File: src/shared/uart_pkg.sv
// constants, register map and states of the serial unit
// assumes one clock and a 32-bit bus with byte addresses
package uart_pkg;
    localparam int ADDR_W = 5;
    // register byte offsets
    localparam logic [4:0] CTRL_ONE_OFS = 5'h00;
    localparam logic [4:0] STATUS_OFS   = 5'h04;
    localparam logic [4:0] DATA_OFS     = 5'h08;
    localparam logic [4:0] BAUD_OFS     = 5'h0C;
    // control_one fields
    localparam int CTRL_W          = 10;
    localparam int WORD_LEN_BIT    = 0;
    localparam int WAKE_SEL_BIT    = 1;
    localparam int PAR_EN_BIT      = 2;
    localparam int PAR_POL_BIT     = 3;
    localparam int PAR_IE_BIT      = 4;
    localparam int MUTE_BIT        = 5;
    localparam int TX_EN_BIT       = 6;
    localparam int RX_EN_BIT       = 7;
    localparam int LIN_SLAVE_BIT   = 8;
    localparam int RX_IE_BIT       = 9;
    // status fields
    localparam int RDF_BIT         = 0;
    localparam int PE_BIT          = 1;
    localparam int QUIET_BIT       = 2;
    localparam int TXE_BIT         = 3;
    // baud register fields
    localparam int PRESC_HI = 7;
    localparam int PRESC_LO = 6;
    localparam int TXDIV_HI = 5;
    localparam int TXDIV_LO = 3;
    localparam int RXDIV_HI = 2;
    localparam int RXDIV_LO = 0;
    localparam logic [7:0]        BAUD_RESET = 8'h00;
    localparam logic [CTRL_W-1:0] CTRL_RESET = 10'h000;
    // prescaler factors and divider width (13 * 128 fits 11 bits)
    localparam int DIV_W = 11;
    localparam logic [DIV_W-1:0] PRESC_F0 = 11'h001;
    localparam logic [DIV_W-1:0] PRESC_F1 = 11'h003;
    localparam logic [DIV_W-1:0] PRESC_F2 = 11'h004;
    localparam logic [DIV_W-1:0] PRESC_F3 = 11'h00D;
    // oversampling
    localparam logic [3:0] OVS_LAST = 4'hF;
    localparam logic [3:0] SMP_A    = 4'h7;
    localparam logic [3:0] SMP_C    = 4'h9;
    localparam logic [8:0] MASK_7   = 9'h07F;
    localparam logic [8:0] MASK_8   = 9'h0FF;
    localparam logic [3:0] BITS_8   = 4'h8;
    localparam logic [3:0] BITS_9   = 4'h9;
    localparam logic [7:0] IDLE_10  = 8'h9F; // ten bit times of 16 ticks, minus one
    localparam logic [7:0] IDLE_11  = 8'hAF;
    localparam logic [1:0] RESP_OKAY   = 2'h0;
    localparam logic [1:0] RESP_SLVERR = 2'h2;

    typedef enum logic [3:0] {
        LN_IDLE  = 4'b0001,
        LN_START = 4'b0010,
        LN_DATA  = 4'b0100,
        LN_STOP  = 4'b1000
    } line_state_type;
endpackage : uart_pkg

File: src/shared/baud_if.sv
// baud config down, 16x rate enables back
// assumes both ends run on the same clock
`timescale 1ns/1ps
interface baud_if;
    logic [7:0] cfg;
    logic       tx_run;
    logic       rx_run;
    logic       tx_tick;
    logic       rx_tick;
    modport gen  (input cfg, input tx_run, input rx_run, output tx_tick, output rx_tick);
    modport user (output cfg, output tx_run, output rx_run, input tx_tick, input rx_tick);
endinterface : baud_if

File: src/rtl/baud_gen.sv
// baud generator: one-cycle enables at 16x the tx and rx rates
// assumes the divider fields stay still while a direction runs
`timescale 1ns/1ps
module baud_gen
    import uart_pkg::*;
(
    input wire logic aclk,
    input wire logic aresetn,
    baud_if.gen      bi
);
    typedef struct packed {
        logic [DIV_W-1:0] tx_cnt;
        logic [DIV_W-1:0] rx_cnt;
        logic             tx_tick;
        logic             rx_tick;
    } gen_state_type;

    gen_state_type s_reg, s_next;

    // prescaler times power-of-two divisor
    function automatic logic [DIV_W-1:0] div_factor(input logic [1:0] p, input logic [2:0] d);
        logic [DIV_W-1:0] f;
        case (p)
            2'h0:    f = PRESC_F0;
            2'h1:    f = PRESC_F1;
            2'h2:    f = PRESC_F2;
            default: f = PRESC_F3;
        endcase
        return DIV_W'(f << d);
    endfunction : div_factor

    assign bi.tx_tick = s_reg.tx_tick;
    assign bi.rx_tick = s_reg.rx_tick;

    // two counters share the prescaler code
    always_comb begin
        logic [DIV_W-1:0] tx_lim;
        logic [DIV_W-1:0] rx_lim;
        tx_lim = div_factor(bi.cfg[PRESC_HI:PRESC_LO], bi.cfg[TXDIV_HI:TXDIV_LO]) - 1'b1;
        rx_lim = div_factor(bi.cfg[PRESC_HI:PRESC_LO], bi.cfg[RXDIV_HI:RXDIV_LO]) - 1'b1;
        s_next = s_reg;
        s_next.tx_tick = 1'b0;
        s_next.rx_tick = 1'b0;
        if (!bi.tx_run || s_reg.tx_cnt >= tx_lim) begin
            s_next.tx_cnt  = '0;
            s_next.tx_tick = bi.tx_run;
        end else begin
            s_next.tx_cnt = s_reg.tx_cnt + 1'b1;
        end
        if (!bi.rx_run || s_reg.rx_cnt >= rx_lim) begin
            s_next.rx_cnt  = '0;
            s_next.rx_tick = bi.rx_run;
        end else begin
            s_next.rx_cnt = s_reg.rx_cnt + 1'b1;
        end
    end

    always_ff @(posedge aclk) begin
        if (!aresetn) begin
            s_reg <= '0;
        end else begin
            s_reg <= s_next;
        end
    end
endmodule : baud_gen

File: src/rtl/uart_mute_parity_baud.sv
// serial unit: receiver muting, parity, baud divider
// assumes an AXI4-Lite master and a line synchronous to aclk
//
// Notes on behaviour
// - mute request sleeps the receiver: no rx flags, no rx interrupts.
// - muted receiver wakes on idle line (wake select 0) or address mark (1).
// - idle-line wake clears the mute request, line quiet flag stays clear.
// - address mark wake clears mute, sets data full, keeps the word.
// - parity made and checked only with parity enable set.
// - frames: 8 data; 7 data+parity; 9 data; 8 data+parity, all start/stop.
// - parity gives even ones with polarity 0, odd with 1, over 7/8 bits.
// - with parity on, parity replaces the top data bit written.
// - failed parity sets parity error, interrupts if parity interrupt on.
// - address mark uses the top data bit, never the parity bit.
// - baud divider only applies while LIN slave mode is off.
// - bits 7:6 pick prescaler 1, 3, 4 or 13.
// - bits 5:3 pick transmit divisor two to the code.
// - bits 2:0 pick receive divisor two to the code, independent of tx.
// - baud divider resets to zero.
// - bit rate is clock over 16, prescaler and divisor.
// - 16 samples per bit, vote on 8th to 10th, resync on start.
`timescale 1ns/1ps
module uart_mute_parity_baud
    import uart_pkg::*;
(
    input  wire logic              aclk,
    input  wire logic              aresetn,
    input  wire logic [ADDR_W-1:0] awaddr,
    input  wire logic              awvalid,
    output logic                   awready,
    input  wire logic [31:0]       wdata,
    input  wire logic [3:0]        wstrb,
    input  wire logic              wvalid,
    output logic                   wready,
    output logic [1:0]             bresp,
    output logic                   bvalid,
    input  wire logic              bready,
    input  wire logic [ADDR_W-1:0] araddr,
    input  wire logic              arvalid,
    output logic                   arready,
    output logic [31:0]            rdata,
    output logic [1:0]             rresp,
    output logic                   rvalid,
    input  wire logic              rready,
    input  wire logic              serial_in,
    output logic                   serial_out,
    output logic                   irq
);
    typedef struct packed {
        logic [CTRL_W-1:0] ctrl;
        logic [7:0]        baud;
        logic [8:0]        rx_data;
        logic [8:0]        tx_data;
        logic              rdf;
        logic              pe;
        logic              quiet;
        logic              txe;
        line_state_type    rx_st;
        logic [3:0]        rx_cnt;
        logic [3:0]        rx_bit;
        logic [1:0]        rx_votes;
        logic [8:0]        rx_shift;
        logic [7:0]        idle_cnt;
        logic              idle_armed;
        line_state_type    tx_st;
        logic [3:0]        tx_cnt;
        logic [3:0]        tx_bit;
        logic [8:0]        tx_shift;
        logic              out;
        logic              aw_got;
        logic              w_got;
        logic [ADDR_W-1:0] aw_a;
        logic [31:0]       w_d;
        logic [3:0]        w_s;
        logic              awr;
        logic              wr;
        logic              bv;
        logic [1:0]        br;
        logic              arr;
        logic              rv;
        logic [31:0]       rd;
        logic [1:0]        rr;
        logic              irq;
    } core_state_type;

    core_state_type s_reg, s_next;
    baud_if         bi ();

    baud_gen u_baud (
        .aclk    (aclk),
        .aresetn (aresetn),
        .bi      (bi)
    );

    // parity bit over the low 7 or 8 bits, even for polarity 0
    function automatic logic parity_bit(input logic [8:0] w, input logic m, input logic pol);
        return (^(w & (m ? MASK_8 : MASK_7))) ^ pol;
    endfunction : parity_bit

    // byte-lane merge of a bus write
    function automatic logic [31:0] merge(input logic [31:0] old, input logic [31:0] d, input logic [3:0] st);
        logic [31:0] r;
        r = old;
        for (int i = 0; i < 4; i++) begin
            if (st[i]) begin
                r[i*8 +: 8] = d[i*8 +: 8];
            end
        end
        return r;
    endfunction : merge

    // LIN slave mode stops the divider
    assign bi.cfg    = s_reg.baud;
    assign bi.tx_run = s_reg.ctrl[TX_EN_BIT] && !s_reg.ctrl[LIN_SLAVE_BIT];
    assign bi.rx_run = s_reg.ctrl[RX_EN_BIT] && !s_reg.ctrl[LIN_SLAVE_BIT];

    assign awready    = s_reg.awr;
    assign wready     = s_reg.wr;
    assign bvalid     = s_reg.bv;
    assign bresp      = s_reg.br;
    assign arready    = s_reg.arr;
    assign rvalid     = s_reg.rv;
    assign rdata      = s_reg.rd;
    assign rresp      = s_reg.rr;
    assign serial_out = s_reg.out;
    assign irq        = s_reg.irq;

    always_comb begin
        logic       m;
        logic       parity_control_enable;
        logic       mute;
        logic [3:0] nbits;
        logic [8:0] word;
        logic       msb;
        logic       perr;
        logic       set_rdf;
        logic       set_pe;
        logic       set_quiet;
        logic       unmute;
        logic [8:0] txw;
        logic [31:0] wimg;
        m         = s_reg.ctrl[WORD_LEN_BIT];
        parity_control_enable       = s_reg.ctrl[PAR_EN_BIT];
        mute      = s_reg.ctrl[MUTE_BIT];
        nbits     = m ? BITS_9 : BITS_8;
        word      = m ? s_reg.rx_shift : 9'(s_reg.rx_shift >> 1);
        // address mark uses the top data bit, not parity
        msb       = parity_control_enable ? (m ? word[7] : word[6]) : (m ? word[8] : word[7]);
        perr      = parity_control_enable && (parity_bit(word, m, s_reg.ctrl[PAR_POL_BIT]) != (m ? word[8] : word[7]));
        set_rdf   = 1'b0;
        set_pe    = 1'b0;
        set_quiet = 1'b0;
        unmute    = 1'b0;
        txw       = '0;
        wimg      = '0;
        s_next    = s_reg;

        // receiver: start hunt, voting on samples 8 to 10 of each bit
        if (!s_reg.ctrl[RX_EN_BIT]) begin
            s_next.rx_st      = LN_IDLE;
            s_next.idle_armed = 1'b0;
        end else if (bi.rx_tick) begin
            s_next.rx_cnt = s_reg.rx_cnt + 1'b1;
            if (s_reg.rx_cnt >= SMP_A && s_reg.rx_cnt <= SMP_C && serial_in) begin
                s_next.rx_votes = s_reg.rx_votes + 1'b1;
            end
            case (s_reg.rx_st)
                LN_IDLE: begin
                    s_next.rx_cnt = '0;
                    if (!serial_in) begin
                        // sampling phase restarts on each start edge
                        s_next.rx_st    = LN_START;
                        s_next.rx_cnt   = 4'h1;
                        s_next.rx_votes = '0;
                        s_next.idle_cnt = '0;
                    end else if (s_reg.idle_armed) begin
                        // idle tracked even when muted so it can wake us
                        s_next.idle_cnt = s_reg.idle_cnt + 1'b1;
                        if (s_reg.idle_cnt == (m ? IDLE_11 : IDLE_10)) begin
                            s_next.idle_armed = 1'b0;
                            if (mute) begin
                                unmute = !s_reg.ctrl[WAKE_SEL_BIT];
                            end else begin
                                set_quiet = 1'b1;
                            end
                        end
                    end
                end
                LN_START: begin
                    if (s_reg.rx_cnt == OVS_LAST) begin
                        s_next.rx_votes = '0;
                        s_next.rx_bit   = '0;
                        s_next.rx_st    = s_reg.rx_votes[1] ? LN_IDLE : LN_DATA; // glitch rejected
                    end
                end
                LN_DATA: begin
                    if (s_reg.rx_cnt == OVS_LAST) begin
                        s_next.rx_shift = {s_reg.rx_votes[1], s_reg.rx_shift[8:1]};
                        s_next.rx_votes = '0;
                        s_next.rx_bit   = s_reg.rx_bit + 1'b1;
                        if (s_reg.rx_bit == nbits - 1'b1) begin
                            s_next.rx_st = LN_STOP;
                        end
                    end
                end
                LN_STOP: begin
                    if (s_reg.rx_cnt == OVS_LAST) begin
                        s_next.rx_st      = LN_IDLE;
                        s_next.rx_votes   = '0;
                        s_next.idle_armed = 1'b1;
                        s_next.idle_cnt   = '0;
                        if (!mute || (s_reg.ctrl[WAKE_SEL_BIT] && msb)) begin
                            unmute          = mute;
                            set_rdf         = 1'b1;
                            set_pe          = perr;
                            s_next.rx_data  = word;
                        end
                    end
                end
                default: s_next.rx_st = LN_IDLE;
            endcase
        end

        // transmitter: single holding register feeding the shifter
        if (!s_reg.ctrl[TX_EN_BIT]) begin
            s_next.tx_st = LN_IDLE;
            s_next.out   = 1'b1;
        end else begin
            case (s_reg.tx_st)
                LN_IDLE: begin
                    s_next.out = 1'b1;
                    if (!s_reg.txe && bi.tx_tick) begin
                        txw = s_reg.tx_data;
                        if (parity_control_enable) begin
                            // parity replaces the top written bit
                            txw[nbits - 1'b1] = parity_bit(s_reg.tx_data, m, s_reg.ctrl[PAR_POL_BIT]);
                        end
                        s_next.tx_shift = txw;
                        s_next.txe      = 1'b1;
                        s_next.tx_st    = LN_START;
                        s_next.tx_cnt   = '0;
                        s_next.tx_bit   = '0;
                        s_next.out      = 1'b0;
                    end
                end
                LN_START, LN_DATA, LN_STOP: begin
                    if (bi.tx_tick) begin
                        s_next.tx_cnt = s_reg.tx_cnt + 1'b1; // 16 ticks per bit
                        if (s_reg.tx_cnt == OVS_LAST) begin
                            if (s_reg.tx_st == LN_STOP) begin
                                s_next.tx_st = LN_IDLE;
                            end else if (s_reg.tx_st == LN_START) begin
                                s_next.tx_st = LN_DATA;
                                s_next.out   = s_reg.tx_shift[0];
                            end else if (s_reg.tx_bit == nbits - 1'b1) begin
                                s_next.tx_st = LN_STOP;
                                s_next.out   = 1'b1;
                            end else begin
                                s_next.tx_shift = 9'(s_reg.tx_shift >> 1);
                                s_next.tx_bit   = s_reg.tx_bit + 1'b1;
                                s_next.out      = s_reg.tx_shift[1];
                            end
                        end
                    end
                end
                default: s_next.tx_st = LN_IDLE;
            endcase
        end

        // hw clears mute; a software write below wins
        if (unmute) begin
            s_next.ctrl[MUTE_BIT] = 1'b0;
        end

        // bus write: aw and w in either order
        if (awvalid && s_reg.awr) begin
            s_next.aw_got = 1'b1;
            s_next.aw_a   = awaddr;
        end
        if (wvalid && s_reg.wr) begin
            s_next.w_got = 1'b1;
            s_next.w_d   = wdata;
            s_next.w_s   = wstrb;
        end
        if (s_reg.bv && bready) begin
            s_next.bv = 1'b0;
        end
        if (s_reg.aw_got && s_reg.w_got && !s_reg.bv) begin
            s_next.aw_got = 1'b0;
            s_next.w_got  = 1'b0;
            s_next.bv     = 1'b1;
            s_next.br     = RESP_OKAY;
            wimg          = merge('0, s_reg.w_d, s_reg.w_s);
            case (s_reg.aw_a)
                CTRL_ONE_OFS: s_next.ctrl = CTRL_W'(merge(32'(s_next.ctrl), s_reg.w_d, s_reg.w_s));
                STATUS_OFS: begin
                    // write one to clear; a hardware set wins below
                    s_next.rdf   = s_reg.rdf & !wimg[RDF_BIT];
                    s_next.pe    = s_reg.pe & !wimg[PE_BIT];
                    s_next.quiet = s_reg.quiet & !wimg[QUIET_BIT];
                end
                DATA_OFS: begin
                    // dropped while the holding register is full
                    if (s_reg.txe) begin
                        s_next.tx_data = 9'(merge(32'(s_reg.tx_data), s_reg.w_d, s_reg.w_s));
                        s_next.txe     = 1'b0;
                    end
                end
                BAUD_OFS: s_next.baud = 8'(merge(32'(s_reg.baud), s_reg.w_d, s_reg.w_s));
                default:  s_next.br = RESP_SLVERR;
            endcase
        end
        s_next.awr = !s_next.aw_got && !s_next.bv;
        s_next.wr  = !s_next.w_got && !s_next.bv;

        // sets after clears so no event is lost
        s_next.rdf   = s_next.rdf | set_rdf;
        s_next.pe    = s_next.pe | set_pe;
        s_next.quiet = s_next.quiet | set_quiet;

        // bus read: one in flight, answer a cycle after the take
        if (s_reg.rv && rready) begin
            s_next.rv  = 1'b0;
            s_next.arr = 1'b1;
        end
        if (arvalid && s_reg.arr) begin
            s_next.arr = 1'b0;
            s_next.rv  = 1'b1;
            s_next.rr  = RESP_OKAY;
            s_next.rd  = '0;
            case (araddr)
                CTRL_ONE_OFS: s_next.rd = 32'(s_reg.ctrl);
                STATUS_OFS: begin
                    s_next.rd[RDF_BIT]   = s_reg.rdf;
                    s_next.rd[PE_BIT]    = s_reg.pe;
                    s_next.rd[QUIET_BIT] = s_reg.quiet;
                    s_next.rd[TXE_BIT]   = s_reg.txe;
                end
                DATA_OFS: s_next.rd = 32'(s_reg.rx_data);
                BAUD_OFS: s_next.rd = 32'(s_reg.baud);
                default:  s_next.rr = RESP_SLVERR;
            endcase
        end

        // receive requests held off while muted
        s_next.irq = !s_next.ctrl[MUTE_BIT] &&
                     ((s_next.ctrl[RX_IE_BIT] && (s_next.rdf || s_next.quiet)) ||
                      (s_next.ctrl[PAR_IE_BIT] && s_next.pe));
    end

    always_ff @(posedge aclk) begin
        if (!aresetn) begin
            s_reg       <= '0;
            s_reg.ctrl  <= CTRL_RESET;
            s_reg.baud  <= BAUD_RESET;
            s_reg.txe   <= 1'b1;
            s_reg.out   <= 1'b1;
            s_reg.rx_st <= LN_IDLE;
            s_reg.tx_st <= LN_IDLE;
            s_reg.awr   <= 1'b1;
            s_reg.wr    <= 1'b1;
            s_reg.arr   <= 1'b1;
        end else begin
            s_reg <= s_next;
        end
    end
endmodule : uart_mute_parity_baud

File: config.mk
export PLATFORM = sky130hd
export DESIGN_NAME = uart_mute_parity_baud
export DESIGN_NICKNAME = d
export VERILOG_FILES = /design/src/shared/uart_pkg.sv /design/src/shared/baud_if.sv /design/src/rtl/baud_gen.sv /design/src/rtl/uart_mute_parity_baud.sv
export SDC_FILE = /design/constraint.sdc
export NUM_CORES = 1
export LEC_CHECK = 0
export BUFFER_PORTS_ARGS = -buffer_cell sky130_fd_sc_hd__buf_4
export CORE_MARGIN = 8
export CORE_UTILIZATION = 35
export CTS_BUF_LIST = sky130_fd_sc_hd__clkbuf_2
export DETAILED_ROUTE_END_ITERATION = 12
export PLACE_DENSITY = 0.53
export SLEW_MARGIN = 20
export SYNTH_ARGS = -nofsm -noshare
export SYNTH_HDL_FRONTEND = slang
export SYNTH_SLANG_ARGS = --single-unit
File: constraint.sdc
create_clock -name aclk -period 3.9 [get_ports aclk]
set_input_delay 0.195 -clock aclk [delete_from_list [all_inputs] [get_ports aclk]]
set_output_delay 0.195 -clock aclk [all_outputs]
set_load 0.1 [all_outputs]
==> results of run 1 <==
==> repair_timing <==
action,4_1_cts,5_1_grt
resized for setup,0,0
buffers inserted,0,2
hold endpoints to repair,53,0
endpoints found under the setup margin,0,22
hold buffers,60,0
==> per-stage QoR <==
step | hold WS [ns] | worst slack (ns) | power, mW | cells | area, um^2
after floorplan | 0.340 | 0.184 | 1.90 | 1053 | 8840
after global placement | 0.447 | 0.230 | 1.94 | 1349 | 9170
after detailed placement | 0.465 | 0.209 | 1.94 | 1349 | 9170
after CTS | 0.0254 | 0.177 | 3.00 | 1440 | 10000
after global routing | 0.0660 | 0.279 | 3.09 | 1445 | 10100
final | 0.0858 | 0.514 | 2.96 | 1445 | 10100
==> worst max path at each step <==
stage          cells after the start                          end  slack (ns)
2_1_floorplan                     22  u_baud.s_reg[10]$_SDFF_PP0_        0.18
3_3_place_gp                      17   u_baud.s_reg[5]$_SDFF_PP0_        0.23
3_5_place_dp                      15  u_baud.s_reg[15]$_SDFF_PP0_        0.21
4_1_cts                           15   u_baud.s_reg[7]$_SDFF_PP0_        0.18
5_1_grt                           16  u_baud.s_reg[18]$_SDFF_PP0_        0.28
6_report                          16   u_baud.s_reg[7]$_SDFF_PP0_        0.51
==> synth_stat cells (7+ instances only) <==
master | instances | area share
nor2b_1 | 52 | 0.037
clkbuf_1 | 34 | 0.015
buf_2 | 12 | 0.0069
a21oi_1 | 43 | 0.025
nor3b_1 | 10 | 0.0086
o21ai_0 | 40 | 0.023
a221oi_1 | 9 | 0.0090
and2_1 | 14 | 0.010
o211a_1 | 12 | 0.014
nand2_1 | 112 | 0.048
o211ai_1 | 8 | 0.0069
inv_1 | 21 | 0.0090
buf_4 | 41 | 0.035
nand3_1 | 41 | 0.023
nand4_1 | 17 | 0.012
nor3_1 | 9 | 0.0051
nand2b_1 | 18 | 0.013
ha_1 | 33 | 0.047
mux2i_1 | 37 | 0.042
a31oi_1 | 7 | 0.0050
dfxtp_1 | 155 | 0.35
a21boi_0 | 31 | 0.027
xor2_1 | 28 | 0.028
and3_1 | 9 | 0.0064
nor2_1 | 97 | 0.042
a22oi_1 | 10 | 0.0086
xnor2_1 | 24 | 0.024
==> cell type report <==
class,instances,area [um^2],area share
antenna,3,7.51,0.000747
clock inverter,12,163,0.0162
sequential,155,3100,0.309
timing repair buffer,125,1090,0.108
multi-input combinational,778,5090,0.507
tap,330,413,0.0411
inverter,23,88.8,0.00884
clock buffer,19,95.1,0.00946
==> per-layer routing <==
layer	vias up	track usage	routed length, um
li1	3697	-	-
met1	3335	0.193	10500
met2	143	0.216	9500
met3	20	0.0243	771
met4	0	0.0442	343
met5	-	0	0
==> kinds of logic after synthesis <==
kind of cell	after synthesis	synth area share
other cells	1	0.000429
compound gates	208	0.165
flops	155	0.355
xor+xnor	54	0.0572
fa+ha+maj	35	0.0495
buf+inv	120	0.0739
mux	46	0.0591
simple gates	411	0.241
==> power by group <==
group / internal (mW) / total (mW) / switching, mW
Sequential: 1.61 / 1.64 / 0.0259
Combinational: 0.104 / 0.329 / 0.225
Clock: 0.368 / 0.999 / 0.632
Total: 2.08 / 2.96 / 0.882
==> critical path, cell delays in order (launching register included) <==
cell      delay (ns)
dfxtp_1         0.39
or4_1           0.58
ha_1            0.29
nand2b_1        0.16
nand3b_1        0.12
a211o_1         0.30
o21ai_0         0.07
a21oi_1         0.06
a21boi_0        0.14
ha_1            0.31
a21oi_1         0.13
nor2b_1         0.05
o21ai_0         0.14
o211a_1         0.19
o211ai_1        0.08
buf_4           0.22
nor2_1          0.11
==> metrics.csv, run 1 <==
metric;value;unit
maxCapViolations;0;
via_count;7195;
wl_per_cell;14.6;um
finalSetupViolCount;0;
core;0.0249;mm^2
first_iter_violations;405;
synth_edf_count;0;
ys_seq_area_frac;0.355;
gp_congestion;0.814;
clock_tree.root_cell;clkbuf_2;
hp-start;wvalid;
hold_viol;0;
drive_gt1_frac;0.114;
io_buffers;48;
ys_ff_latch;155;
start_util;0.352;
clkSlewWorstSetupHoldPaths;0.25;ns
final_cell_mix;155 x dfxtp_1, 112 x nand2_1, 97 x nor2_1, 65 x buf_4, 60 x dlygate4sd3_1;
first_global_vias;6862;
hpwl;14600;um
row_count;58;
layout_commonest_cell;dfxtp_1;
fp.dieW;174;um
grt_first_pass_wirelength;35100;um
ant_nets;0;
min_path_type;in2reg;
rr_startpoint;bi.cfg[0]$_SDFFE_PN0P_;
tns;0;ns
period_share;0.868;
clock_skew;0.0329;ns
peakVddDrop;0.160;mV
timing.slew.headroom;0.455;
cts_tree;yes;
status;finished, final reports clean;
worst_ep_arrival_time;4.08;ns
cp-end-kind;flip-flop;
areaGrowthSynthToFinish;14.9;%
die_area;0.0303;mm^2
avgSynthCellArea;8.50;um^2
h-tree-depth;4;
numCtsBuffers;17;
cts_buffer_depth;2;
final_util;0.404;
crit_type;reg2reg;
rr_worst_depth;16;
async_reset_ff_frac;0;
io_pins;97;
fin_nets;1187;
cp.required;4.59;ns
crit_start;bi.cfg[0]$_SDFFE_PN0P_;
grtUsageTotal;0.139;
grt_max_degree;88;
n_fill_cell;2540;
fmax;0.295;GHz
path_max_fanout;11;
cts.sinks;155;
r2r_slack;0.51;ns
period_needed;3.39;ns
r2r_end;u_baud.s_reg[7]$_SDFF_PP0_;
largest_register_ffs;104;
timing.final.max_slew_violations;0;
synthCells;1030;
antenna_found_initial;1;
holdPathStages;4;
netlist_area;0.00875;mm^2
synth_flop_cell;dfxtp_1;
fp.dieH;174;um
drt_pre_antenna_iters;5;
clock_latency;0.75;ns
synth.distinct_cells;77;
routed_wl;21100;um
power_density;295;mW/mm^2
start_kind;flip-flop;
overflow;0;
rsz0062_at_grt;false;
worst_slew_pin_slew;0.818;ns
drc;0;
worstHoldEndpoint;s_reg[83]$_SDFF_PN0_;
viasPerCell;4.98;
yosysWarnings;0;
p_leak;3.89;nW
No activity file was read; power rests on OpenSTA's default activity.
==> run 2: changes to the inputs <==
--- a/config.mk
+++ b/config.mk
@@ -14,4 +14,5 @@
 export SLEW_MARGIN = 20
 export SYNTH_ARGS = -nofsm -noshare
 export SYNTH_HDL_FRONTEND = slang
+export SYNTH_HIERARCHICAL = 1
 export SYNTH_SLANG_ARGS = --single-unit
==> run 2 against run 1 <==
Core utilization about the same. Global-route usage hardly changed. Design area increased by 0.86%. Critical endpoint is now u_baud/bi.tx_tick$_SDFF_PN0_. Largest cell class unchanged. Largest power group unchanged.
==> metrics.csv, run 2 <==
metric;value;unit;change
gp_congestion;0.781;;-4.1%
fmax;0.285;GHz;-3.6%
start_kind;flip-flop;;
gr-usage-met1;0.190;;-0.00323
yosysWarnings;6;;+6
netlist_area;0.00891;mm^2;+1.8%
ys_seq_area_frac;0.348;;-0.00618
timing.slew.headroom;0.355;;-0.0995
layout_commonest_cell;dfxtp_1;;
grtUsageTotal;0.139;;-0.000171
grt.busiest_layer;met2;;
rr_worst_depth;14;;-2
holdPathStages;4;;unchanged
netlist_top_cells_area;dfxtp_1 35%, nand2_1 5.1%, ha_1 4.6%;;
rsz0062_at_grt;false;;
synth.distinct_cells;83;;+7.8%
power_density;292;mW/mm^2;-0.93%
comb_power_share;0.109;;-0.002
viasPerCell;5.06;;+1.6%
cp-end-kind;flip-flop;;
fin_nets;1180;;-0.59%
ys_ff_latch;155;;unchanged
io_pins;97;;unchanged
fp.dieH;176;um;+0.80%
clkSlewWorstSetupHoldPaths;0.22;ns;-0.03 ns
start_util;0.355;;+0.00313
async_reset_ff_frac;0;;unchanged
maxCapViolations;0;;unchanged
routed_wl;21700;um;+2.8%
period_needed;3.51;ns;+0.126 ns
numCtsBuffers;17;;unchanged
critical_path.top_delay_family;compound AO/OA/AOI/OAI gates;;
synth_top_area_frac;0.348;;-0.00618
io_buffers;48;;unchanged
crit_start;bi.cfg[6]$_SDFFE_PN0P_;;
synth_flop_cell;dfxtp_1;;
synth_edf_count;0;;unchanged
r2r_end;u_baud/bi.tx_tick$_SDFF_PN0_;;
cpMaxStageDelayCell;a221o_2;;
period_share;0.900;;+0.0322
seqPwrFrac;0.552;;about the same
crit_type;reg2reg;;
endpoint;u_baud/bi.tx_tick$_SDFF_PN0_;;
grt_first_pass_wirelength;35400;um;+0.98%
clockPowerShare;0.339;;+0.002
min_path_type;in2reg;;
core;0.0251;mm^2;+0.87%
grt_max_degree;67;;-24%
synthCells;1030;;unchanged
synth_common_cells;155 x dfxtp_1, 121 x nand2_1, 59 x nor2_1;;
grt.met3_usage;0.0256;;+0.00125
critPathMaxStageDelay;0.54;ns;-0.04 ns
overflow;0;;unchanged
die_area;0.0308;mm^2;+1.6%
row_count;58;;unchanged
switching_share;0.300;;+0.00233
antenna_found_initial;1;;unchanged
peakVddDrop;0.149;mV;-7.1%
drive_gt1_frac;0.131;;+0.0169
p_leak;3.86;nW;-0.86%
synth_most_common_cell;dfxtp_1;;
ant_nets;0;;unchanged
worst_ep_arrival_time;4.12;ns;+0.04 ns
avgSynthCellArea;8.65;um^2;+1.8%
final_cell_mix;155 x dfxtp_1, 121 x nand2_1, 65 x buf_4, 59 x nor2_1, 56 x nor2b_1;;
yosys.area.top_type;dfxtp_1;;
finalSetupViolCount;0;;unchanged
critPathMostFrequentCell;a21oi_1;;
clock_tree.root_cell;clkbuf_2;;
timing.final.max_slew_violations;0;;unchanged
cp_cell_sequence;inv_1, nand2_1, a21oi_1, or3_1, ha_1, nor3b_2, o21ai_0, a21oi_1, a221oi_2, ha_1, a21oi_1, o21ai_1, a221o_2, nor2b_1;;
grt_util_met2;0.220;;+0.00398
status;finished, final reports clean;;
cts_buffer_depth;2;;unchanged
drt_pre_antenna_iters;4;;-1
cp_num_cells;14;;-2
cts_post_setup_buffers_inserted;0;;unchanged
path_max_fanout;12;;+1
rr_startpoint;bi.cfg[6]$_SDFFE_PN0P_;;
fp.dieW;176;um;+0.80%
h-tree-depth;4;;unchanged
areaGrowthSynthToFinish;13.8;%;
p_int;2.07;mW;-0.41%
wl_per_cell;15.1;um;+3.4%
tns;0;ns;unchanged
largest_register_ffs;104;;unchanged
cts_tree;yes;;
worst_slew_pin_slew;0.965;ns;+0.147 ns
clock_latency;0.73;ns;-0.02 ns
via_count;7271;;+1.1%
p_switching;0.889;mW;+0.70%
drc;0;;unchanged
r2r_slack;0.39;ns;-0.13 ns
cts.sinks;155;;unchanged
clock_skew;0.0433;ns;+0.0104 ns
fin_total_pwr;2.96;mW;about the same
first_global_vias;6764;;-1.4%
hpwl;15100;um;+3.8%
hold_viol;0;;unchanged
first_iter_violations;363;;-10%
critPathBufInv;1;;unchanged
cp.required;4.51;ns;-0.08 ns
-- run 2: cell count changes in the layout (fill, tap and decap cells not counted), moves of 8 or more --
cell / delta
a221oi_1: -9
dlygate4sd3_1: -10
nand2_1: +9
nand2b_1: -8
nor2_1: -38
nor3_1: +11
nor3_2: +15
-- run 2: power by group through the flow --
stage / clock network [mW] / registers (mW) / logic (mW)
floorplan: 0 / 1.69 / 0.206
global placement: 0 / 1.66 / 0.279
detailed placement: 0 / 1.67 / 0.280
CTS: 1.04 / 1.64 / 0.325
global route: 1.10 / 1.64 / 0.343
finish: 1.00 / 1.64 / 0.324
-- run 2: kinds of logic after synthesis --
logic type,Yosys count,synth area share
AND/OR/NAND/NOR,420,0.256
other,1,0.000421
adder cells (fa/ha/maj),33,0.0464
flip-flops,155,0.348
AO/OA/AOI/OAI,204,0.161
multiplexers,50,0.0625
XOR/XNOR,57,0.0576
buffers and inverters,110,0.0676
-- run 2: worst min path at each step --
stage                                      start                endpoint
after CTS                                 wvalid  s_reg[49]$_SDFFE_PN0P_
after floorplan                         wstrb[0]  s_reg[42]$_SDFFE_PN0P_
final                                     wvalid  s_reg[49]$_SDFFE_PN0P_
after detailed placement  s_reg[79]$_SDFFE_PN0P_  s_reg[79]$_SDFFE_PN0P_
after global routing                      wvalid  s_reg[49]$_SDFFE_PN0P_
after global placement    s_reg[79]$_SDFFE_PN0P_  s_reg[79]$_SDFFE_PN0P_
-- run 2: stage by stage --
step | cell area [um^2] | utilization | setup slack (ns) | instances | hold slack, ns
after floorplan | 8990 | - | 0.594 | 1053 | 0.340
after global placement | 9360 | 0.373 | 0.317 | 1354 | 0.450
after detailed placement | 9360 | 0.373 | 0.262 | 1354 | 0.454
after CTS | 10100 | 0.403 | 0.212 | 1436 | 0.0896
after global routing | 10100 | 0.404 | 0.101 | 1437 | 0.106
final | 10100 | 0.404 | 0.388 | 1437 | 0.133
-- run 2: final cells by class --
| type | instances | area, um^2 |
|---|---|---|
| sequential | 155 | 3100 |
| timing repair buffer | 115 | 988 |
| multi-input combinational | 788 | 5300 |
| fill | 2597 | 15000 |
| inverter | 16 | 60.1 |
| antenna | 1 | 2.50 |
| clock inverter | 15 | 186 |
| tap | 330 | 413 |
| clock buffer | 17 | 85.1 |
-- run 2: per-layer routing --
| layer | vias up | share of wire |
|---|---|---|
| met5 | - | 0 |
| met4 | 0 | 0.0098 |
| met3 | 12 | 0.035 |
| met2 | 116 | 0.46 |
| met1 | 3405 | 0.50 |
| li1 | 3738 | - |
-- run 2: repair_timing --
item | 4_1_cts | 5_1_grt
hold buffers | 50 | 0
endpoints found under the setup margin | 0 | 12
hold endpoints to repair | 76 | 0
resized for setup | 0 | 2
-- run 2: worst reg2reg max path: cells and delay by family, from the launching register on --
kind	cells	cell delay, ns
AO/OA/AOI/OAI	7	1.22
AND/OR/NAND/NOR	4	0.94
adder cells (fa/ha/maj)	2	0.66
buffers and inverters	1	0.16
flip-flops	1	0.43
==> run 3: changes to the inputs <==
--- a/config.mk
+++ b/config.mk
@@ -8,8 +8,9 @@
 export BUFFER_PORTS_ARGS = -buffer_cell sky130_fd_sc_hd__buf_4
 export CORE_MARGIN = 8
 export CORE_UTILIZATION = 35
-export CTS_BUF_LIST = sky130_fd_sc_hd__clkbuf_2
+export CTS_BUF_LIST = sky130_fd_sc_hd__clkbuf_8
 export DETAILED_ROUTE_END_ITERATION = 12
+export GPL_ROUTABILITY_DRIVEN = 0
 export PLACE_DENSITY = 0.53
 export SLEW_MARGIN = 20
 export SYNTH_ARGS = -nofsm -noshare
==> run 3 against run 2 <==
Non-clock buffer count shrank 41. Highest routed layer unchanged. Clock skew decreased by 0.029 ns. Sequential share of layout area is 0.79 points higher. Design area shrank 2.5%. Global-route usage is 0.26 points lower. Flip-flop and latch count unchanged.
==> metrics.csv, run 3 (synthesis results as in run 2) <==
metric;value;unit;change
status;finished, final reports clean;;
core;0.0251;mm^2;unchanged
overflow;0;;unchanged
largest_register_ffs;104;;unchanged
h-tree-depth;4;;unchanged
cp-end-kind;flip-flop;;
hold_viol;0;;unchanged
first_global_vias;6578;;-2.7%
io_buffers;48;;unchanged
worst_ep_arrival_time;3.84;ns;-0.28 ns
start_util;0.355;;unchanged
timing.slew.headroom;0.321;;-0.0340
via_count;7108;;-2.2%
placed_area;0.00936;mm^2;unchanged
power_density;326;mW/mm^2;+12%
n_fill_cell;2594;;-0.12%
fin_total_pwr;3.23;mW;+8.9%
hpwl;15100;um;unchanged
hold_ws;0.0238;ns;-0.110 ns
worst_slew_pin_slew;1.01;ns;+0.0446 ns
timing.final.max_slew_violations;0;;unchanged
drive_gt1_frac;0.137;;+0.00599
viasPerCell;5.10;;+0.70%
numCtsBuffers;17;;unchanged
peakVddDrop;0.158;mV;+6.0%
routed_wl;21300;um;-2.1%
fmax;0.284;GHz;-0.27%
rr_startpoint;bi.cfg[1]$_SDFFE_PN0P_;;
die_area;0.0308;mm^2;unchanged
io_pins;97;;unchanged
drc;0;;unchanged
n_antenna_cell;0;;-1
tns;0;ns;unchanged
grt_max_degree;67;;unchanged
cts_tree;yes;;
grt_first_pass_wirelength;34700;um;-2.0%
fin_nets;1139;;-3.5%
cp.required;4.21;ns;-0.30 ns
cts_post_setup_buffers_inserted;0;;unchanged
setup_ws;0.379;ns;-0.00941 ns
clock_skew;0.0146;ns;-0.0287 ns
path_max_fanout;12;;unchanged
p_leak;3.72;nW;-3.6%
drt_pre_antenna_iters;4;;unchanged
period_needed;3.52;ns;+0.00941 ns
hp-start;wdata[6];;
clkSlewWorstSetupHoldPaths;0.09;ns;-0.13 ns
layout_commonest_cell;dfxtp_1;;
ant_nets;0;;unchanged
row_count;58;;unchanged
first_iter_violations;416;;+15%
start_kind;flip-flop;;
clock_tree.root_cell;clkbuf_8;;
crit_type;reg2reg;;
place_ws;0.262;ns;unchanged
rsz0062_at_grt;false;;
cts.sinks;155;;unchanged
fin_area;0.00988;mm^2;-2.5%
clock_latency;0.45;ns;-0.28 ns
fp.dieW;176;um;unchanged
min_path_type;in2reg;;
antenna_found_initial;0;;-1
crit_start;bi.cfg[1]$_SDFFE_PN0P_;;
wl_per_cell;15.2;um;+0.89%
final_cell_mix;155 x dfxtp_1, 121 x nand2_1, 65 x buf_4, 59 x nor2_1, 56 x nor2b_1;;
areaGrowthSynthToFinish;11.0;%;
grtUsageTotal;0.137;;-0.00263
finalSetupViolCount;0;;unchanged
period_share;0.903;;+0.00241
fp.dieH;176;um;unchanged
maxCapViolations;0;;unchanged
cts_buffer_depth;2;;unchanged
[run 3: critical path: stages (launching register included)]
cell and delay [ns]:
dfxtp_1 0.45, nor2_1 0.26, nand3_1 0.16, ha_1 0.35, nor4b_1 0.40, a31oi_1 0.08, o221ai_1 0.22, a21oi_1 0.09
ha_1 0.32, a21oi_1 0.13, o21ai_1 0.08, a221o_1 0.59, nor2b_1 0.23
[run 3: final cells by class]
cell class | count | area, um^2 | area share
multi-input cells | 788 | 5300 | 0.536
flip-flops and latches | 155 | 3100 | 0.314
repair buffers | 74 | 578 | 0.0585
well taps | 330 | 413 | 0.0418
clock buffers | 18 | 248 | 0.0251
clock inverters | 14 | 183 | 0.0185
inverters | 16 | 60.1 | 0.00608
[run 3: final timing paths]
check	endpoint	cells past startpoint	slack (ns)
worst min register to register	s_reg[79]$_SDFFE_PN0P_	2	0.46
worst max register to register	u_baud/bi.rx_tick$_SDFF_PN0_	12	0.38
worst min-delay path	s_reg[52]$_SDFFE_PN0P_	3	0.02
worst max-delay path	u_baud/bi.rx_tick$_SDFF_PN0_	12	0.38
[run 3: power by group]
group          switching, mW  leakage, nW  internal, mW  total (mW)
clock network          0.651        0.201         0.663        1.31
registers             0.0252         1.25          1.60        1.63
logic                  0.220         2.27        0.0641       0.284
total                  0.897         3.72          2.33        3.23
[run 3: through the flow]
stage / cells / utilization
6_report: 1395 / 0.394
5_1_grt: 1395 / 0.394
4_1_cts: 1395 / 0.393
3_5_place_dp: 1354 / 0.373
3_3_place_gp: 1354 / 0.373
2_1_floorplan: 1053 / -
[run 3: routing by layer]
layer	global-route usage	up-vias	wire [um]
met2	0.214	115	9670
met5	0	-	0
li1	-	3650	-
met1	0.186	3330	10600
met4	0.0357	0	174
met3	0.0303	13	815
[run 3: what timing repair did]
action                     4_1_cts  5_1_grt
setup endpoints to repair        0       11
gates resized for setup          0        2
hold buffers                     9        0
hold endpoints to repair         9        0
